<file path="config.mk">
export PLATFORM = sky130hd
export DESIGN_NAME = global_config_status_regs
export DESIGN_NICKNAME = d
export VERILOG_FILES = /design/src/gcs_pkg.sv /design/src/global_config_status_regs.sv /design/src/pin_sync.sv /design/src/reply_delay_timer.sv
export SDC_FILE = /design/constraint.sdc
export NUM_CORES = 1
export LEC_CHECK = 0
export ABC_AREA = 1
export BUFFER_PORTS_ARGS = -buffer_cell sky130_fd_sc_hd__buf_2
export CORE_ASPECT_RATIO = 1.2
export CORE_MARGIN = 4
export CORE_UTILIZATION = 41
export CTS_BUF_LIST = sky130_fd_sc_hd__clkbuf_2
export CTS_CLUSTER_SIZE = 40
export DETAILED_ROUTE_END_ITERATION = 16
export MAX_ROUTING_LAYER = met4
export PLACE_DENSITY = 0.66
export SYNTH_ARGS = -nofsm -noshare
export SYNTH_HDL_FRONTEND = slang
export SYNTH_SLANG_ARGS = --single-unit
export TNS_END_PERCENT = 5
</file>
<file path="constraint.sdc">
create_clock -name ref_clk -period 2.52 [get_ports ref_clk]
set_input_delay 0.126 -clock ref_clk [delete_from_list [all_inputs] [get_ports ref_clk]]
set_output_delay 0.126 -clock ref_clk [all_outputs]
set_load 0.05 [all_outputs]
</file>
<file path="src/gcs_pkg.sv">
// Constants, field layouts and pin carrier types for the global config/status bank.
// Assumes a serial front end that presents decoded register accesses and UART events.
package gcs_pkg;

  // --------------------------------------------------------------
  // Register offsets
  // --------------------------------------------------------------
  localparam logic [6:0] OFS_GLOBAL_STATUS_FLAGS  = 7'h01;
  localparam logic [6:0] OFS_WRITE_TRANSFER_COUNT = 7'h02;
  localparam logic [6:0] OFS_NODE_SETTINGS        = 7'h03;
  localparam logic [6:0] OFS_INPUT_PIN_STATE      = 7'h04;
  localparam logic [6:0] OFS_PIN_OUTPUT_CONTROL   = 7'h04;
  localparam logic [6:0] OFS_POSITION_MATCH_VALUE = 7'h05;

  // --------------------------------------------------------------
  // Field positions
  // --------------------------------------------------------------
  localparam int FLAG_RESET_BIT        = 0;
  localparam int FLAG_DRIVER_ONE_BIT   = 1;
  localparam int FLAG_DRIVER_TWO_BIT   = 2;
  localparam int FLAG_UNDERVOLTAGE_BIT = 3;
  localparam int NODE_NUMBER_LSB       = 0;
  localparam int NODE_NUMBER_MSB       = 7;
  localparam int REPLY_DELAY_LSB       = 8;
  localparam int REPLY_DELAY_MSB       = 11;
  localparam int PIN_STATE_MSB         = 8;
  localparam int VERSION_LSB           = 24;
  localparam int VERSION_MSB           = 31;
  localparam int GP_LEVEL_LSB          = 0;
  localparam int GP_LEVEL_MSB          = 2;
  localparam int GP_DIR_LSB            = 8;
  localparam int GP_DIR_MSB            = 10;

  // --------------------------------------------------------------
  // Reset values and timing
  // --------------------------------------------------------------
  localparam logic [3:0]  RST_GLOBAL_STATUS_FLAGS  = 4'h1;
  localparam logic [7:0]  RST_WRITE_TRANSFER_COUNT = 8'h00;
  localparam logic [11:0] RST_NODE_SETTINGS        = 12'h000;
  localparam logic [31:0] RST_POSITION_MATCH_VALUE = 32'h00000000;
  localparam logic [10:0] RST_PIN_OUTPUT_CONTROL   = 11'h000;
  localparam logic [3:0]  REPLY_DELAY_MAX_CODE     = 4'hd;
  localparam int          BITS_PER_DELAY_UNIT      = 8;

  // --------------------------------------------------------------
  // Pin carrier, laid out as input_pin_state bits 8..0
  // --------------------------------------------------------------
  typedef struct packed {
    logic       wire_comparator_state;
    logic       drv_disable;
    logic       addr_step;
    logic       wire_neg;
    logic       wire_pos;
    logic [3:0] general_pin;
  } pins_t;

  typedef struct packed {
    logic driver_one_fault;
    logic driver_two_fault;
    logic pump_undervoltage;
  } faults_t;

endpackage : gcs_pkg

</file>
<file path="src/global_config_status_regs.sv">
// Global configuration and status register bank with pin control and position match.
// Assumes the serial front end decodes accesses into one-cycle read and write strobes.
`timescale 1ns/10ps

// Operation
// - Reset restores registers, sets reset flag
// - Driver one shutdown sets flag bit 1
// - Driver two shutdown sets flag bit 2
// - Fault flag clears only once condition gone
// - Undervoltage sets bit 3, disables drivers
// - Count increments per good UART write
// - Count unchanged by read, wraps 255 to 0
// - Count frozen in SPI operation
// - Node number bits 7..0, default zero
// - Address step pin adds one to node
// - Ring mode node zero stops forwarding
// - Input register shows eight pin levels
// - Wire lines are inputs in SPI mode
// - Bit 8 shows wire comparator result
// - Bits 31..24 hold fixed revision code
// - Output bits 0..2 set pin levels
// - Bits 8..10 set direction, pin 3 input
// - Pulse high while position equals match
// - Pulse only when output select enabled
// - Select routes pulse, interrupt; encoder unused
module global_config_status_regs
  import gcs_pkg::*;
#(
  parameter logic [7:0] VERSION_CODE = 8'h2a, // Arbitrary value
  parameter int         ADDR_W       = 7
) (
  input  wire logic              ref_clk,
  input  wire logic              srst,
  input  wire logic              reg_wr,
  input  wire logic              reg_rd,
  input  wire logic [ADDR_W-1:0] reg_addr,
  input  wire logic [31:0]       reg_wdata,
  output logic      [31:0]       reg_rdata,
  input  wire logic              spi_mode,
  input  wire logic              uart_write_ok,
  input  wire logic              uart_read_req,
  input  wire logic              uart_bit_tick,
  input  wire logic              uart_drive,
  output logic                   uart_reply_go,
  output logic                   wire_oe_n,
  input  wire pins_t             pins_async,
  input  wire faults_t           faults,
  output logic                   driver_enable,
  input  wire logic [31:0]       current_position,
  input  wire logic              pulse_output_select,
  input  wire logic              ring_mode,
  input  wire logic              interrupt_req,
  output logic                   position_pulse_pin,
  output logic                   interrupt_pin,
  output logic                   encoder_one_enable,
  output logic      [2:0]        gp_out,
  output logic      [2:0]        gp_oe_n,
  output logic      [7:0]        node_number,
  output logic                   forward_enable
);

  if (ADDR_W != 7)
  begin : g_chk
    $error("global_config_status_regs ADDR_W must be 7");
  end

  // --------------------------------------------------------------
  // Pin synchronisation
  // --------------------------------------------------------------
  pins_t pins_s;
  logic [PIN_STATE_MSB:0] pins_vec;
  pin_sync #(
    .WIDTH ($bits(pins_t))
  ) pin_sync_inst (
    .ref_clk  (ref_clk),
    .srst     (srst),
    .async_in (pins_async),
    .sync_out (pins_vec)
  );
  assign pins_s = pins_t'(pins_vec);

  // --------------------------------------------------------------
  // Access decode
  // --------------------------------------------------------------
  logic rd_flags;
  logic wr_node;
  logic wr_pins;
  logic wr_match;
  always_comb
  begin
    rd_flags = reg_rd && (reg_addr == OFS_GLOBAL_STATUS_FLAGS);
    wr_node  = 1'b0;
    wr_pins  = 1'b0;
    wr_match = 1'b0;
    if (reg_wr && reg_addr == OFS_NODE_SETTINGS)
    begin
      wr_node = 1'b1;
    end
    else if (reg_wr && reg_addr == OFS_PIN_OUTPUT_CONTROL)
    begin
      wr_pins = 1'b1;
    end
    else if (reg_wr && reg_addr == OFS_POSITION_MATCH_VALUE)
    begin
      wr_match = 1'b1;
    end
  end

  // --------------------------------------------------------------
  // Global status flags
  // --------------------------------------------------------------
  logic [3:0] flags_q;
  logic [3:0] flags_d;
  always_comb
  begin
    flags_d = flags_q;
    if (rd_flags)
    begin
      flags_d = 4'h0;
    end
    flags_d[FLAG_DRIVER_ONE_BIT]   |= faults.driver_one_fault;
    flags_d[FLAG_DRIVER_TWO_BIT]   |= faults.driver_two_fault;
    flags_d[FLAG_UNDERVOLTAGE_BIT] |= faults.pump_undervoltage;
  end

  always_ff @(posedge ref_clk)
  begin
    if (srst)
    begin
      flags_q <= RST_GLOBAL_STATUS_FLAGS;
    end
    else
    begin
      flags_q <= flags_d;
    end
  end

  assign driver_enable = ~faults.pump_undervoltage;

  // --------------------------------------------------------------
  // Write transfer count
  // --------------------------------------------------------------
  logic [7:0] wcount_q;
  logic [7:0] wcount_d;
  always_comb
  begin
    wcount_d = wcount_q;
    if (uart_write_ok && !spi_mode)
    begin
      wcount_d = wcount_q + 8'h01;
    end
  end

  always_ff @(posedge ref_clk)
  begin
    if (srst)
    begin
      wcount_q <= RST_WRITE_TRANSFER_COUNT;
    end
    else
    begin
      wcount_q <= wcount_d;
    end
  end

  // --------------------------------------------------------------
  // Node settings, pin output control, position match value
  // --------------------------------------------------------------
  logic [11:0] node_q;
  logic [11:0] node_d;
  logic [10:0] pinctl_q;
  logic [10:0] pinctl_d;
  logic [31:0] match_q;
  logic [31:0] match_d;
  always_comb
  begin
    node_d   = node_q;
    pinctl_d = pinctl_q;
    match_d  = match_q;
    if (wr_node)
    begin
      node_d = reg_wdata[REPLY_DELAY_MSB:NODE_NUMBER_LSB];
    end
    if (wr_pins)
    begin
      pinctl_d = 11'h000;
      pinctl_d[GP_LEVEL_MSB:GP_LEVEL_LSB] = reg_wdata[GP_LEVEL_MSB:GP_LEVEL_LSB];
      pinctl_d[GP_DIR_MSB:GP_DIR_LSB]     = reg_wdata[GP_DIR_MSB:GP_DIR_LSB];
    end
    if (wr_match)
    begin
      match_d = reg_wdata;
    end
  end

  always_ff @(posedge ref_clk)
  begin
    if (srst)
    begin
      node_q   <= RST_NODE_SETTINGS;
      pinctl_q <= RST_PIN_OUTPUT_CONTROL;
      match_q  <= RST_POSITION_MATCH_VALUE;
    end
    else
    begin
      node_q   <= node_d;
      pinctl_q <= pinctl_d;
      match_q  <= match_d;
    end
  end

  assign gp_out  = pinctl_q[GP_LEVEL_MSB:GP_LEVEL_LSB];
  assign gp_oe_n = ~pinctl_q[GP_DIR_MSB:GP_DIR_LSB];

  // --------------------------------------------------------------
  // Node addressing and forwarding
  // --------------------------------------------------------------
  logic [7:0] node_base;
  logic [7:0] node_eff_q;
  logic [7:0] node_eff_d;
  logic       fwd_q;
  logic       fwd_d;
  always_comb
  begin
    node_base  = node_q[NODE_NUMBER_MSB:NODE_NUMBER_LSB];
    node_eff_d = node_base + {7'h00, pins_s.addr_step};
    fwd_d      = !(ring_mode && node_base == 8'h00);
  end

  always_ff @(posedge ref_clk)
  begin
    if (srst)
    begin
      node_eff_q <= 8'h00;
      fwd_q      <= 1'b1;
    end
    else
    begin
      node_eff_q <= node_eff_d;
      fwd_q      <= fwd_d;
    end
  end

  assign node_number    = node_eff_q;
  assign forward_enable = fwd_q;

  // --------------------------------------------------------------
  // Reply delay and wire line direction
  // --------------------------------------------------------------
  reply_delay_timer #(
    .CNT_W (7)
  ) reply_delay_timer_inst (
    .ref_clk     (ref_clk),
    .srst        (srst),
    .reply_delay (node_q[REPLY_DELAY_MSB:REPLY_DELAY_LSB]),
    .start       (uart_read_req && !spi_mode),
    .bit_tick    (uart_bit_tick),
    .reply_go    (uart_reply_go),
    .busy        ()
  );
  assign wire_oe_n = spi_mode | ~uart_drive;

  // --------------------------------------------------------------
  // Position match pulse and shared pin routing
  // --------------------------------------------------------------
  logic pulse_q;
  logic pulse_d;
  logic int_q;
  logic int_d;
  always_comb
  begin
    pulse_d = pulse_output_select && (current_position == match_q);
    int_d   = pulse_output_select && interrupt_req;
  end

  always_ff @(posedge ref_clk)
  begin
    if (srst)
    begin
      pulse_q <= 1'b0;
      int_q   <= 1'b0;
    end
    else
    begin
      pulse_q <= pulse_d;
      int_q   <= int_d;
    end
  end

  assign position_pulse_pin = pulse_q;
  assign interrupt_pin      = int_q;
  assign encoder_one_enable = ~pulse_output_select;

  // --------------------------------------------------------------
  // Read data
  // --------------------------------------------------------------
  logic [31:0] rdata_q;
  logic [31:0] rdata_d;

  always_comb
  begin
    rdata_d = rdata_q;
    if (reg_rd)
    begin
      rdata_d = 32'h00000000;
      if (reg_addr == OFS_GLOBAL_STATUS_FLAGS)
      begin
        rdata_d[3:0] = flags_q;
      end
      else if (reg_addr == OFS_WRITE_TRANSFER_COUNT)
      begin
        rdata_d[7:0] = wcount_q;
      end
      else if (reg_addr == OFS_INPUT_PIN_STATE)
      begin
        rdata_d[PIN_STATE_MSB:0]       = pins_vec;
        rdata_d[VERSION_MSB:VERSION_LSB] = VERSION_CODE;
      end
    end
  end

  always_ff @(posedge ref_clk)
  begin
    if (srst)
    begin
      rdata_q <= 32'h00000000;
    end
    else
    begin
      rdata_q <= rdata_d;
    end
  end

  assign reg_rdata = rdata_q;

endmodule : global_config_status_regs

</file>
<file path="src/pin_sync.sv">
// Two-stage synchroniser for a vector of asynchronous pin levels.
// Assumes each bit is an independent level; no word coherence is promised.
`timescale 1ns/10ps
module pin_sync #(
  parameter int WIDTH = 9
) (
  input  wire logic             ref_clk,
  input  wire logic             srst,
  input  wire logic [WIDTH-1:0] async_in,
  output logic      [WIDTH-1:0] sync_out
);

  logic [WIDTH-1:0] meta_q;
  logic [WIDTH-1:0] meta_d;
  logic [WIDTH-1:0] sync_q;
  logic [WIDTH-1:0] sync_d;

  if (WIDTH < 1)
  begin : g_chk
    $error("pin_sync WIDTH must be at least 1");
  end

  always_comb
  begin
    meta_d = async_in;
    sync_d = meta_q;
  end

  always_ff @(posedge ref_clk)
  begin
    if (srst)
    begin
      meta_q <= '0;
      sync_q <= '0;
    end
    else
    begin
      meta_q <= meta_d;
      sync_q <= sync_d;
    end
  end

  assign sync_out = sync_q;

endmodule : pin_sync

</file>
<file path="src/reply_delay_timer.sv">
// Counts UART bit times between a read request and the permitted reply start.
// Assumes bit_tick is a one-cycle pulse per bit time from the UART baud logic.
`timescale 1ns/10ps
module reply_delay_timer
  import gcs_pkg::*;
#(
  parameter int CNT_W = 7
) (
  input  wire logic       ref_clk,
  input  wire logic       srst,
  input  wire logic [3:0] reply_delay,
  input  wire logic       start,
  input  wire logic       bit_tick,
  output logic            reply_go,
  output logic            busy
);

  logic [CNT_W-1:0] remain_q;
  logic [CNT_W-1:0] remain_d;
  logic             busy_q;
  logic             busy_d;
  logic             go_q;
  logic             go_d;
  logic [3:0]       code_odd;
  logic [CNT_W-1:0] load_val;

  if (CNT_W < 7)
  begin : g_chk
    $error("reply_delay_timer CNT_W too small for longest delay");
  end

  // Codes pair up onto odd multiples of eight bit times; 14 and 15 clamp to 13
  always_comb
  begin
    code_odd = reply_delay | 4'h1;
    if (code_odd > REPLY_DELAY_MAX_CODE)
    begin
      code_odd = REPLY_DELAY_MAX_CODE;
    end
    load_val = CNT_W'(code_odd) * CNT_W'(BITS_PER_DELAY_UNIT);
  end

  always_comb
  begin
    remain_d = remain_q;
    busy_d   = busy_q;
    go_d     = 1'b0;
    if (start)
    begin
      remain_d = load_val;
      busy_d   = 1'b1;
    end
    else if (busy_q && bit_tick)
    begin
      if (remain_q == CNT_W'(1))
      begin
        busy_d = 1'b0;
        go_d   = 1'b1;
      end
      remain_d = remain_q - CNT_W'(1);
    end
  end

  always_ff @(posedge ref_clk)
  begin
    if (srst)
    begin
      remain_q <= '0;
      busy_q   <= 1'b0;
      go_q     <= 1'b0;
    end
    else
    begin
      remain_q <= remain_d;
      busy_q   <= busy_d;
      go_q     <= go_d;
    end
  end

  assign reply_go = go_q;
  assign busy     = busy_q;

endmodule : reply_delay_timer

</file>
; ---- Yosys cells after proc, flatten, opt, wreduce, memory -nomap -nowiden
; Index checks and enable logic that the tools add are counted.
[word_totals]
reg_bits = 117
in_bits = 95
elab_cells = 77
[classes]
add_sub_neg = 3
order_cmp = 1
eq_ne = 7
muxes = 22
bitwise_logic = 9
reduce_logical = 18
[op_table]
columns = cell, count
row1 = 32-bit equality test, 1
row2 = 6-bit 2-to-1 mux, 3
row3 = "7-bit by 1-bit equality test with 1-bit output, second input constant", 2
row4 = "7-bit by 2-bit equality test with 1-bit output, second input constant", 2
row5 = "7-bit by 3-bit equality test with 1-bit output, second input constant", 2
row6 = 7-bit 2-to-1 mux, 2
row7 = 4-bit 2-to-1 mux, 3
row8 = 1-bit 2-to-1 mux, 11
row9 = 1-bit logical AND, 10
row10 = 9-bit 2-to-1 mux, 1
row11 = 8-bit by 1-bit adder with 8-bit output, 1
row12 = "8-bit by 1-bit adder with 8-bit output, second input constant", 1
row13 = 8-bit zero test, 1
row14 = 8-bit 2-to-1 mux, 1
row15 = "7-bit by 1-bit subtractor with 7-bit output, second input constant", 1
row16 = 5-bit 2-to-1 mux, 1
row17 = "4-bit > comparator, second input constant", 1
row18 = 1-bit NOT, 4
row19 = 1-bit bitwise OR, 4
row20 = 2-bit nonzero test, 2
row21 = 3-bit NOT, 1
row22 = 3-bit OR reduction, 1
row23 = 1-bit zero test, 2
row24 = 2-bit AND reduction, 1
row25 = 2-bit OR reduction, 1

; ---- Depth between registers and ports, before layout
; Gate-level depths: netlist of the first run.
[logic_depth]
depth_word = 5
depth_mapped = 10
mapped_depth_nobuf = 9

; ---- Hierarchy
; A second synthesis of the first run with hierarchy kept.
[hier_totals]
hier_cells = 735
hier_area_um2 = 5109.9
[by_module_without_submodules]
columns = mod, n_inst, cells_each, area_each_um2
row1 = global_config_status_regs, 1, 596, 4035.1
row2 = reply_delay_timer, 1, 83, 553.0
row3 = pin_sync, 1, 56, 521.8

; ---- Worst setup path before layout of the first run
; No wires, ideal clock.
[synth_path]
kind = reg-to-reg
start = reg node_q[0]
end = reg node_eff_q[6], in the netlist node_number[6]
setup_time_ps = 70
arrival_time_ps = 1092
path_slack_ps = 1358
stages_incl_launch_ff = 7
n_path_buf = 0
cell_sequence = dfxtp_1 -> ha_1 -> ha_1 -> nand2_1 -> nor3_1 -> o21ai_0 -> a21oi_1
[synth_via]
elab_chain_cells = 1
[synth_rtl]
columns = item, line_no
row1 = start: declaration, global_config_status_regs.sv:169  ; logic [11:0] node_q;
row2 = start signal: assignment, global_config_status_regs.sv:206  ; node_q <= node_d;
row3 = 8-bit by 1-bit adder with 8-bit output, global_config_status_regs.sv:226  ; node_eff_d = node_base + {7'h00, pins_s.addr_step};
row4 = end signal: assignment, global_config_status_regs.sv:239  ; node_eff_q <= node_eff_d;
row5 = end: declaration, global_config_status_regs.sv:219  ; logic [7:0] node_eff_q;
; No other way between the ends.
; A chain may end at the register's enable or synchronous reset.

; ---- Final worst setup path of the first run
[layout_path]
start = reg match_q[26]
end = reg pulse_q, in the netlist position_pulse_pin
[layout_via]
elab_chain_cells = 2
[layout_rtl]
columns = item, line_no
row1 = start: declaration, global_config_status_regs.sv:173  ; logic [31:0] match_q;
row2 = start signal: assignment, global_config_status_regs.sv:208  ; match_q <= match_d;
row3 = 32-bit equality test, global_config_status_regs.sv:272  ; pulse_d = pulse_output_select && (current_position == match_q);
row4 = 1-bit logical AND, global_config_status_regs.sv:272
row5 = end signal: assignment, global_config_status_regs.sv:285  ; pulse_q <= pulse_d;
row6 = end: declaration, global_config_status_regs.sv:266  ; logic pulse_q;
; No other way between the ends.

==> results of run 1 <==
==> metal layers <==
layer | share of wire | wire [µm] | track usage | up-vias
li1 | - | - | - | 2493
met1 | 0.45 | 5604 | 0.2275 | 2024
met2 | 0.47 | 5922 | 0.3192 | 127
met3 | 0.063 | 784 | 0.03678 | 16
met4 | 0.017 | 216 | 0.07132 | 0
met5 | 0 | 0 | - | -
==> per-stage QoR <==
step	setup WS (ps)	hold WS [ps]	utilization
after floorplan	1358	219.7	-
after global placement	829.3	326.4	0.4735
after detailed placement	777.1	331.9	0.4735
after CTS	26.28	15.64	0.5425
after global routing	343.0	56.47	0.5417
final	548.2	55.72	0.5417
==> worst min-delay path: cells and delay by family <==
| kind | cells | cell delay, ps |
|---|---|---|
| AND/OR/NAND/NOR | 5 | 320 |
| AO/OA/AOI/OAI | 1 | 50 |
| buffers and inverters | 2 | 150 |
==> layout by cell type (no fill, tap or decap), drive strengths merged, types with 6 or more instances in the layout <==
cell / instances
buf: 131
dfxtp: 109
o21ai: 66
nor2: 104
nor3: 6
nand2: 123
dlygate4sd3: 71
nand3: 36
clkbuf: 12
xor2: 7
inv: 101
conb: 20
a21oi: 61
==> layout make-up <==
| cell class | instances | area [µm²] | area share |
|---|---|---|---|
| clock buffer | 12 | 60.06 | 0.009496 |
| clock inverter | 4 | 25.02 | 0.003956 |
| inverter | 103 | 387.9 | 0.06133 |
| multi-input combinational | 450 | 2096 | 0.3314 |
| sequential | 109 | 2183 | 0.3452 |
| tap | 157 | 196.4 | 0.03106 |
| timing repair buffer | 202 | 1376 | 0.2176 |
==> final timing paths <==
path                                           start                              endpoint  slack [ps]  cells past startpoint
setup / recovery            match_q[26]$_SDFFE_PP0P_         position_pulse_pin$_SDFF_PP0_         550                      7
hold / removal                           reg_addr[1]             reg_rdata[0]$_SDFFE_PP0P_          60                      8
setup reg to reg            match_q[26]$_SDFFE_PP0P_         position_pulse_pin$_SDFF_PP0_         550                      7
hold reg to reg   pin_sync_inst.meta_q[7]$_SDFF_PP0_  pin_sync_inst.sync_out[7]$_SDFF_PP0_         420                      2
==> state kept, by name (all words and copies together) (netlist names) <==
name                             count
node_number                          8
reg_rdata                           10
forward_enable                       1
reply_delay_timer_inst.busy          1
pin_sync_inst.sync_out               9
interrupt_pin                        1
flags_q                              4
node_q                              11
wcount_q                             8
position_pulse_pin                   1
reply_delay_timer_inst.reply_go      1
reply_delay_timer_inst.remain_q      7
pin_sync_inst.meta_q                 9
match_q                             32
pinctl_q                             6
==> power groups by stage <==
stage                     clock [W]  sequential [W]  combinational (W)
after CTS                  0.000732         0.00178           0.000439
after global placement            0         0.00181           0.000360
after detailed placement          0         0.00181           0.000360
final                      0.000697         0.00178           0.000443
after floorplan                   0         0.00181           0.000251
after global routing       0.000800         0.00178           0.000492
==> what timing repair did <==
item	4_1_cts	5_1_grt
resized for setup	0	1
hold buffers	72	0
endpoints found under the hold margin	93	0
setup endpoints to repair	0	1
==> logic make-up (layout without fill, tap and decap cells) <==
| family | count (synthesis) | after routing | synth area share |
|---|---|---|---|
| fa+ha+maj | 5 | 5 | 0.01271 |
| simple gates | 279 | 279 | 0.2347 |
| buf+inv | 150 | 321 | 0.1452 |
| other cells | 1 | 20 | 0.0007620 |
| compound gates | 134 | 134 | 0.1419 |
| flops | 109 | 109 | 0.4434 |
| xor+xnor | 12 | 12 | 0.02136 |
==> flow_summary.toml, run 1 <==
[floorplanning]
fp.dieH_um = 128.0
initial_core_util = 0.4215
fp.dieW_um = 108.0
die-area_mm2 = 0.01383
core_area_mm2 = 0.01167
row_count = 43
ios = 148

[logic_synthesis]
async_flop_share = 0
ys_seq_area_frac = 0.4434
synth_common_cells = "nand2_1, dfxtp_1, nor2_1"
syn_inst = 690
synth_cell_types = 36
synth.top_cell.area_share = 0.4434
yosys.area.top_type = "dfxtp_1"
synth-main-ff-cell = "dfxtp_1"
ys_seq_elements = 109
synth_edf_count = 0
synth_warnings = 0
synth_area_leaders = "dfxtp_1, nand2_1, nor2_1"
syn_avg_cell_area_um2 = 7.132
syn_area_mm2 = 0.004921
yosysMostFrequentCell = "nand2_1"

[pwr]
swShare = 0.2860
p_int_w = 0.002082
clkPwrFrac = 0.239
power_frac_comb = 0.152
power.leakage_nw = 2.955
ir_worst_vdd_v = 0.0003187
powerDensity_mw_per_mm2 = 461.0
switching_power_w = 0.0008341
p_seq_frac = 0.609
finalPower_w = 0.002916

[route]
wl_um = 12530
drt_iter0_markers = 242
remaining_drc_errors = 0
vias = 4660
ant_nets = 0
first_pass_iters = 5
wl_per_cell_um = 12.08
via_per_inst = 4.494

[final_layout]
nFillCells = 1163
diodes = 0
fin_nets = 975
drive_gt1_frac = 0.1830
fin_cells = 1037
syn_to_final_growth_pct = 28.53
fin_area_mm2 = 0.006325

[worst_setup_path]
crit_arrival_ps = 2540
critPathMaxStageDelay_ps = 550
slowest_stage = "dlygate4sd3_1"
crit_family = "buffers and inverters"
crit_chain = "xnor2_1 > nand2_1 > dlygate4sd3_1 > nor2_1 > nand3_1 > nor2_1 > dlygate4sd3_1"
worstPathRequired_ps = 3090
worstPathMaxFanout = 2
critical_path_class = "flop to flop"
cp-end-kind = "flop"
start_kind = "flop"
path_buf_inv = 2

[clocking]
htree_levels = 3
cts_setup_buffers = 0
clockRootBuffer = "clkbuf_2"
clkSinkCount = 109
clk_latency_ps = 610
clkTransAtPathRegs_ps = 270
cts_buffers = 9
clockBufferDepth = 2
cts_tree = "built"

[sta]
post-route-period-util = 0.7825
max_slew.worst_pin.slew_ps = 862.1
skew_ps = 28.06
hold_viol_final = 0
slew_viol_final = 0
finalSetupViolCount = 0
relSlewSlack = 0.4232
fin_tns_setup_ps = 0
rsz0062_at_grt = "no"
layout_min_cycle_time_ps = 1972
fmax_mhz = 507.1

[place]
place_hpwl_um = 8569
gp_congestion = 0.8249
place_inst = 950
placed_area_mm2 = 0.005528
io_buffers = 127

[global_routing]
grtUsageTotal = 0.1909
grt_max_degree = 50
grt_pass1_wl_um = 20520
antenna_found_initial = 0
gr-total-overflow = 0
grt_pass1_vias = 4500

[run]
cap_violations = 0

[min_path]
hp-class = "input pin to flop"

[outcome]
outcome = "complete, no violations"
Note: power is estimated with default switching activity, not from simulation.
==> inputs of run 2 (changes only) <==
clock period = 1.85 ns   (was 2.52 ns; I/O delays follow)
==> flow_summary.toml, run 2 (synthesized netlist as in run 1, its figures left out) <==
[outcome]
outcome = "complete, no violations"

[sta]
fin_tns_setup_ps = 0
hold_slack_ps = 61.04
fmax_mhz = 568.1
hold_viol_final = 0
slew_viol_final = 0
layout_min_cycle_time_ps = 1760
rsz0062_at_grt = "no"
skew_ps = 25.37
post-route-period-util = 0.9515
finalSetupViolCount = 0

[worst_setup_path]
start_kind = "flop"
crit_arrival_ps = 2300
critPathMaxStageDelay_ps = 560
crit_chain = "inv_1 > nand2_1 > nand2_1 > nor2_1 > nand2_1 > dlygate4sd3_1 > nor2_1 > nand3_1 > nor2_1"
worstPathMaxFanout = 3
crit_family = "simple AND/OR/NAND/NOR gates"
path_buf_inv = 2
critical_path_class = "flop to flop"
worstPathRequired_ps = 2390
cp-end-kind = "flop"
slowest_stage = "dlygate4sd3_1"

[pwr]
finalPower_w = 0.003981
ir_worst_vdd_v = 0.0004645
powerDensity_mw_per_mm2 = 605.4
power.leakage_nw = 3.049

[final_layout]
syn_to_final_growth_pct = 33.64
largest_reg_flops = 32
regMostFlops = "match_q"
final_common_cell = "buf_2"
drive_gt1_frac = 0.1779
diodes = 0
fin_nets = 1000
final_cell_mix = "buf_2, nand2_1, dfxtp_1"
fin_cells = 1062
final_util = 0.5633

[floorplanning]
ios = 148
row_count = 43
die-area_mm2 = 0.01383
core_area_mm2 = 0.01167
initial_core_util = 0.4215
fp.dieH_um = 128.0
fp.dieW_um = 108.0

[place]
gp_congestion = 0.8703
place_inst = 953
place_hpwl_um = 8726
io_buffers = 127

[clocking]
cts_buffers = 9
clk_latency_ps = 560
clkSinkCount = 109
clkTransAtPathRegs_ps = 270
clockBufferDepth = 2
htree_levels = 3
clockRootBuffer = "clkbuf_2"
cts_tree = "built"

[global_routing]
grtUsageTotal = 0.1920
antenna_found_initial = 0
gr-total-overflow = 0
grt_max_degree = 53
grt_pass1_vias = 4412
grt_pass1_wl_um = 20670

[route]
remaining_drc_errors = 0
first_pass_iters = 4
vias = 4743
via_per_inst = 4.466
wl_um = 12890
wl_per_cell_um = 12.14
ant_nets = 0
drt_iter0_markers = 170

[run]
cap_violations = 0

[min_path]
hp-class = "input pin to flop"
## run 2: cell count changes in the layout (fill, tap and decap cells not counted)
cell	before	now
clkbuf_2	12	11
dfxtp_1	108	109
buf_12	0	1
dfxtp_2	1	0
dlygate4sd3_1	71	93
buf_4	4	6
clkinv_1	1	3
clkinv_2	3	2
## run 2: routing by layer
layer	vias up	global-route usage	wire, µm
li1	2535	-	-
met5	-	-	0
met4	0	0.06315	233
met3	22	0.03426	795
met2	130	0.3188	6073
met1	2056	0.2361	5784
## run 2: cell type report
class | instances | area (µm²)
inverter | 103 | 387.9
tap | 157 | 196.4
clock inverter | 5 | 27.53
fill | 1118 | 5099
timing repair buffer | 227 | 1632
sequential | 109 | 2182
multi-input combinational | 450 | 2096
clock buffer | 11 | 55.05
## run 2: path summary, 6_finish.rpt
| check | depth (start not counted) | from | to | slack (ps) |
|---|---|---|---|---|
| worst max-delay path | 9 | match_q[21]$_SDFFE_PP0P_ | position_pulse_pin$_SDFF_PP0_ | 90 |
| worst min-delay path | 7 | current_position[9] | position_pulse_pin$_SDFF_PP0_ | 60 |
| worst max register to register | 9 | match_q[21]$_SDFFE_PP0P_ | position_pulse_pin$_SDFF_PP0_ | 90 |
| worst min register to register | 2 | pin_sync_inst.meta_q[6]$_SDFF_PP0_ | pin_sync_inst.sync_out[6]$_SDFF_PP0_ | 420 |
## run 2: tightest hold or removal path, cell delays in order
cell     delay [ps]
buf_2           120
xor2_1          130
nor2_1           50
nand2_1          60
nor2_1           40
nand3_1         100
nor2_1           40
## run 2: metrics by stage
stage               setup WS, ps  area, µm²
finish                     89.65       6576
global route               26.21       6576
CTS                        110.2       6576
detailed placement         536.9       5563
global placement           523.3       5563
floorplan                  688.1       4992
## run 2: power breakdown
part           internal, W  switching, W  leakage (nW)
sequential         0.00240     0.0000193         0.885
combinational     0.000281      0.000362          2.11
clock             0.000176      0.000744        0.0530
total              0.00286       0.00113          3.05
## run 2: what timing repair did
| action | in CTS | in global routing |
|---|---|---|
| hold endpoints to repair | 95 | 0 |
| hold buffers | 93 | 0 |
| resized for setup | 0 | 0 |
| setup buffers | 0 | 0 |
==> inputs of run 3 (changes only) <==
clock period = 1.9 ns   (was 1.85 ns; I/O delays follow)
==> flow_summary.toml, run 3 (synthesized netlist as in run 1, its figures left out) <==
[outcome]
outcome = "complete, no violations"

[min_path]
hold_depth = 7
min_from = "reg_addr[1]"
hold-path-endpoint = "reg_rdata[4]$_SDFFE_PP0P_"
hp-class = "input pin to flop"

[clocking]
cts_buffers = 9
hold_buffers = 108
cts_tree = "built"
clk_latency_ps = 590
htree_levels = 3
cts_setup_buffers = 0
clockBufferDepth = 2
clkSinkCount = 109
clkTransAtPathRegs_ps = 290
cts-resized-gates = 0
clockRootBuffer = "clkbuf_2"

[final_layout]
largest_reg_flops = 32
regMostFlops = "match_q"
drive_gt1_frac = 0.1743
diodes = 0
fin_nets = 1013
fin_cells = 1075
final_common_cell = "buf_2"
syn_to_final_growth_pct = 37.99
final_cell_mix = "buf_2, nand2_1, dfxtp_1"

[worst_setup_path]
slowest_stage = "dlygate4sd3_1"
r2r_end = "position_pulse_pin$_SDFF_PP0_"
critical_path_class = "input pin to flop"
crit_chain = "buf_2 > inv_1 > nand2_1 > nor2_2 > buf_4 > nand3_1 > dlygate4sd3_1 > buf_4 > o21ai_0 > a21oi_1 > dlygate4sd3_1"
cp-end-kind = "flop"
worstReg2RegStart = "match_q[21]$_SDFFE_PP0P_"
path_buf_inv = 6
crit_family = "buffers and inverters"
critPathMaxStageDelay_ps = 570
crit_arrival_ps = 2260
start_kind = "input pin"
worstPathMaxFanout = 20
reg2reg_slack_ps = 190
r2r_cells = 9
path_depth = 11
worstPathRequired_ps = 2430

[pwr]
ir_worst_vdd_v = 0.0003362
power.leakage_nw = 3.142
powerDensity_mw_per_mm2 = 639.8

[floorplanning]
ios = 148
core_area_mm2 = 0.01167
fp.dieH_um = 128.0
die-area_mm2 = 0.01383
row_count = 43
fp.dieW_um = 108.0
initial_core_util = 0.4215

[sta]
slew_viol_final = 0
fin_tns_setup_ps = 0
hold_viol_final = 0
max_slew.worst_pin.slew_ps = 508.0
fmax_mhz = 580.3
hold_slack_ps = 49.14
skew_ps = 29.49
relSlewSlack = 0.6601
post-route-period-util = 0.9070
rsz0062_at_grt = "no"
finalSetupViolCount = 0
layout_min_cycle_time_ps = 1723

[route]
vias = 4931
first_pass_iters = 5
remaining_drc_errors = 0
drt_iter0_markers = 288
wl_per_cell_um = 12.61
ant_nets = 0
via_per_inst = 4.587
wl_um = 13560

[global_routing]
gr-total-overflow = 0
grt_pass1_wl_um = 21700
antenna_found_initial = 0
grtUsageTotal = 0.2020
grt_max_degree = 60
grt_pass1_vias = 4779

[place]
gp_congestion = 0.8170
io_buffers = 127
place_hpwl_um = 8496
place_inst = 951

[run]
cap_violations = 0
-- run 3: final cells by class --
class | instances | area, µm²
tap | 157 | 196.4
sequential | 109 | 2182
clock buffer | 10 | 50.05
clock inverter | 6 | 111.4
fill | 1078 | 4885
timing repair buffer | 240 | 1767
multi-input combinational | 450 | 2096
inverter | 103 | 387.9
-- run 3: how the worst max path moves through the flow --
stage	startpoint	slack, ps	end
after detailed placement	reg_addr[1]	480	match_q[21]$_SDFFE_PP0P_
after CTS	match_q[21]$_SDFFE_PP0P_	210	position_pulse_pin$_SDFF_PP0_
after global routing	reg_addr[4]	80	node_q[7]$_SDFFE_PP0P_
final	reg_addr[4]	180	node_q[7]$_SDFFE_PP0P_
after global placement	reg_addr[5]	550	match_q[20]$_SDFFE_PP0P_
after floorplan	node_q[0]$_SDFFE_PP0P_	740	node_number[6]$_SDFF_PP0_
-- run 3: where the power goes --
group,switching (W),total [W],internal [W]
registers,0.0000185,0.00236,0.00234
logic,0.000361,0.000653,0.000292
clock network,0.000763,0.00134,0.000573
total,0.00114,0.00434,0.00320
-- run 3: per-layer routing --
metal  track usage  wire length (µm)
met4       0.07429               331
met5             -                 0
met3       0.04282               952
met1        0.2365              5769
met2        0.3404              6506
-- run 3: per-stage QoR --
stage	total power, W	setup slack [ps]	cell area [µm²]	utilization
global route	0.004555	78.05	6790	0.5816
CTS	0.004390	205.7	6790	0.5816
global placement	0.002874	552.6	5548	0.4752
finish	0.004344	176.6	6790	0.5816
detailed placement	0.002874	484.7	5548	0.4752
floorplan	0.002738	738.1	4992	-
-- run 3: worst reg2reg max path, cell delays in order (launching register included) --
cell and delay (ps):
dfxtp_1 380, inv_1 60, nand2_1 120, nand2_1 70, dlygate4sd3_1 560, nor2_1 110, nand2_1 60, nor2_1 140
nand3_1 100, nor2_1 90
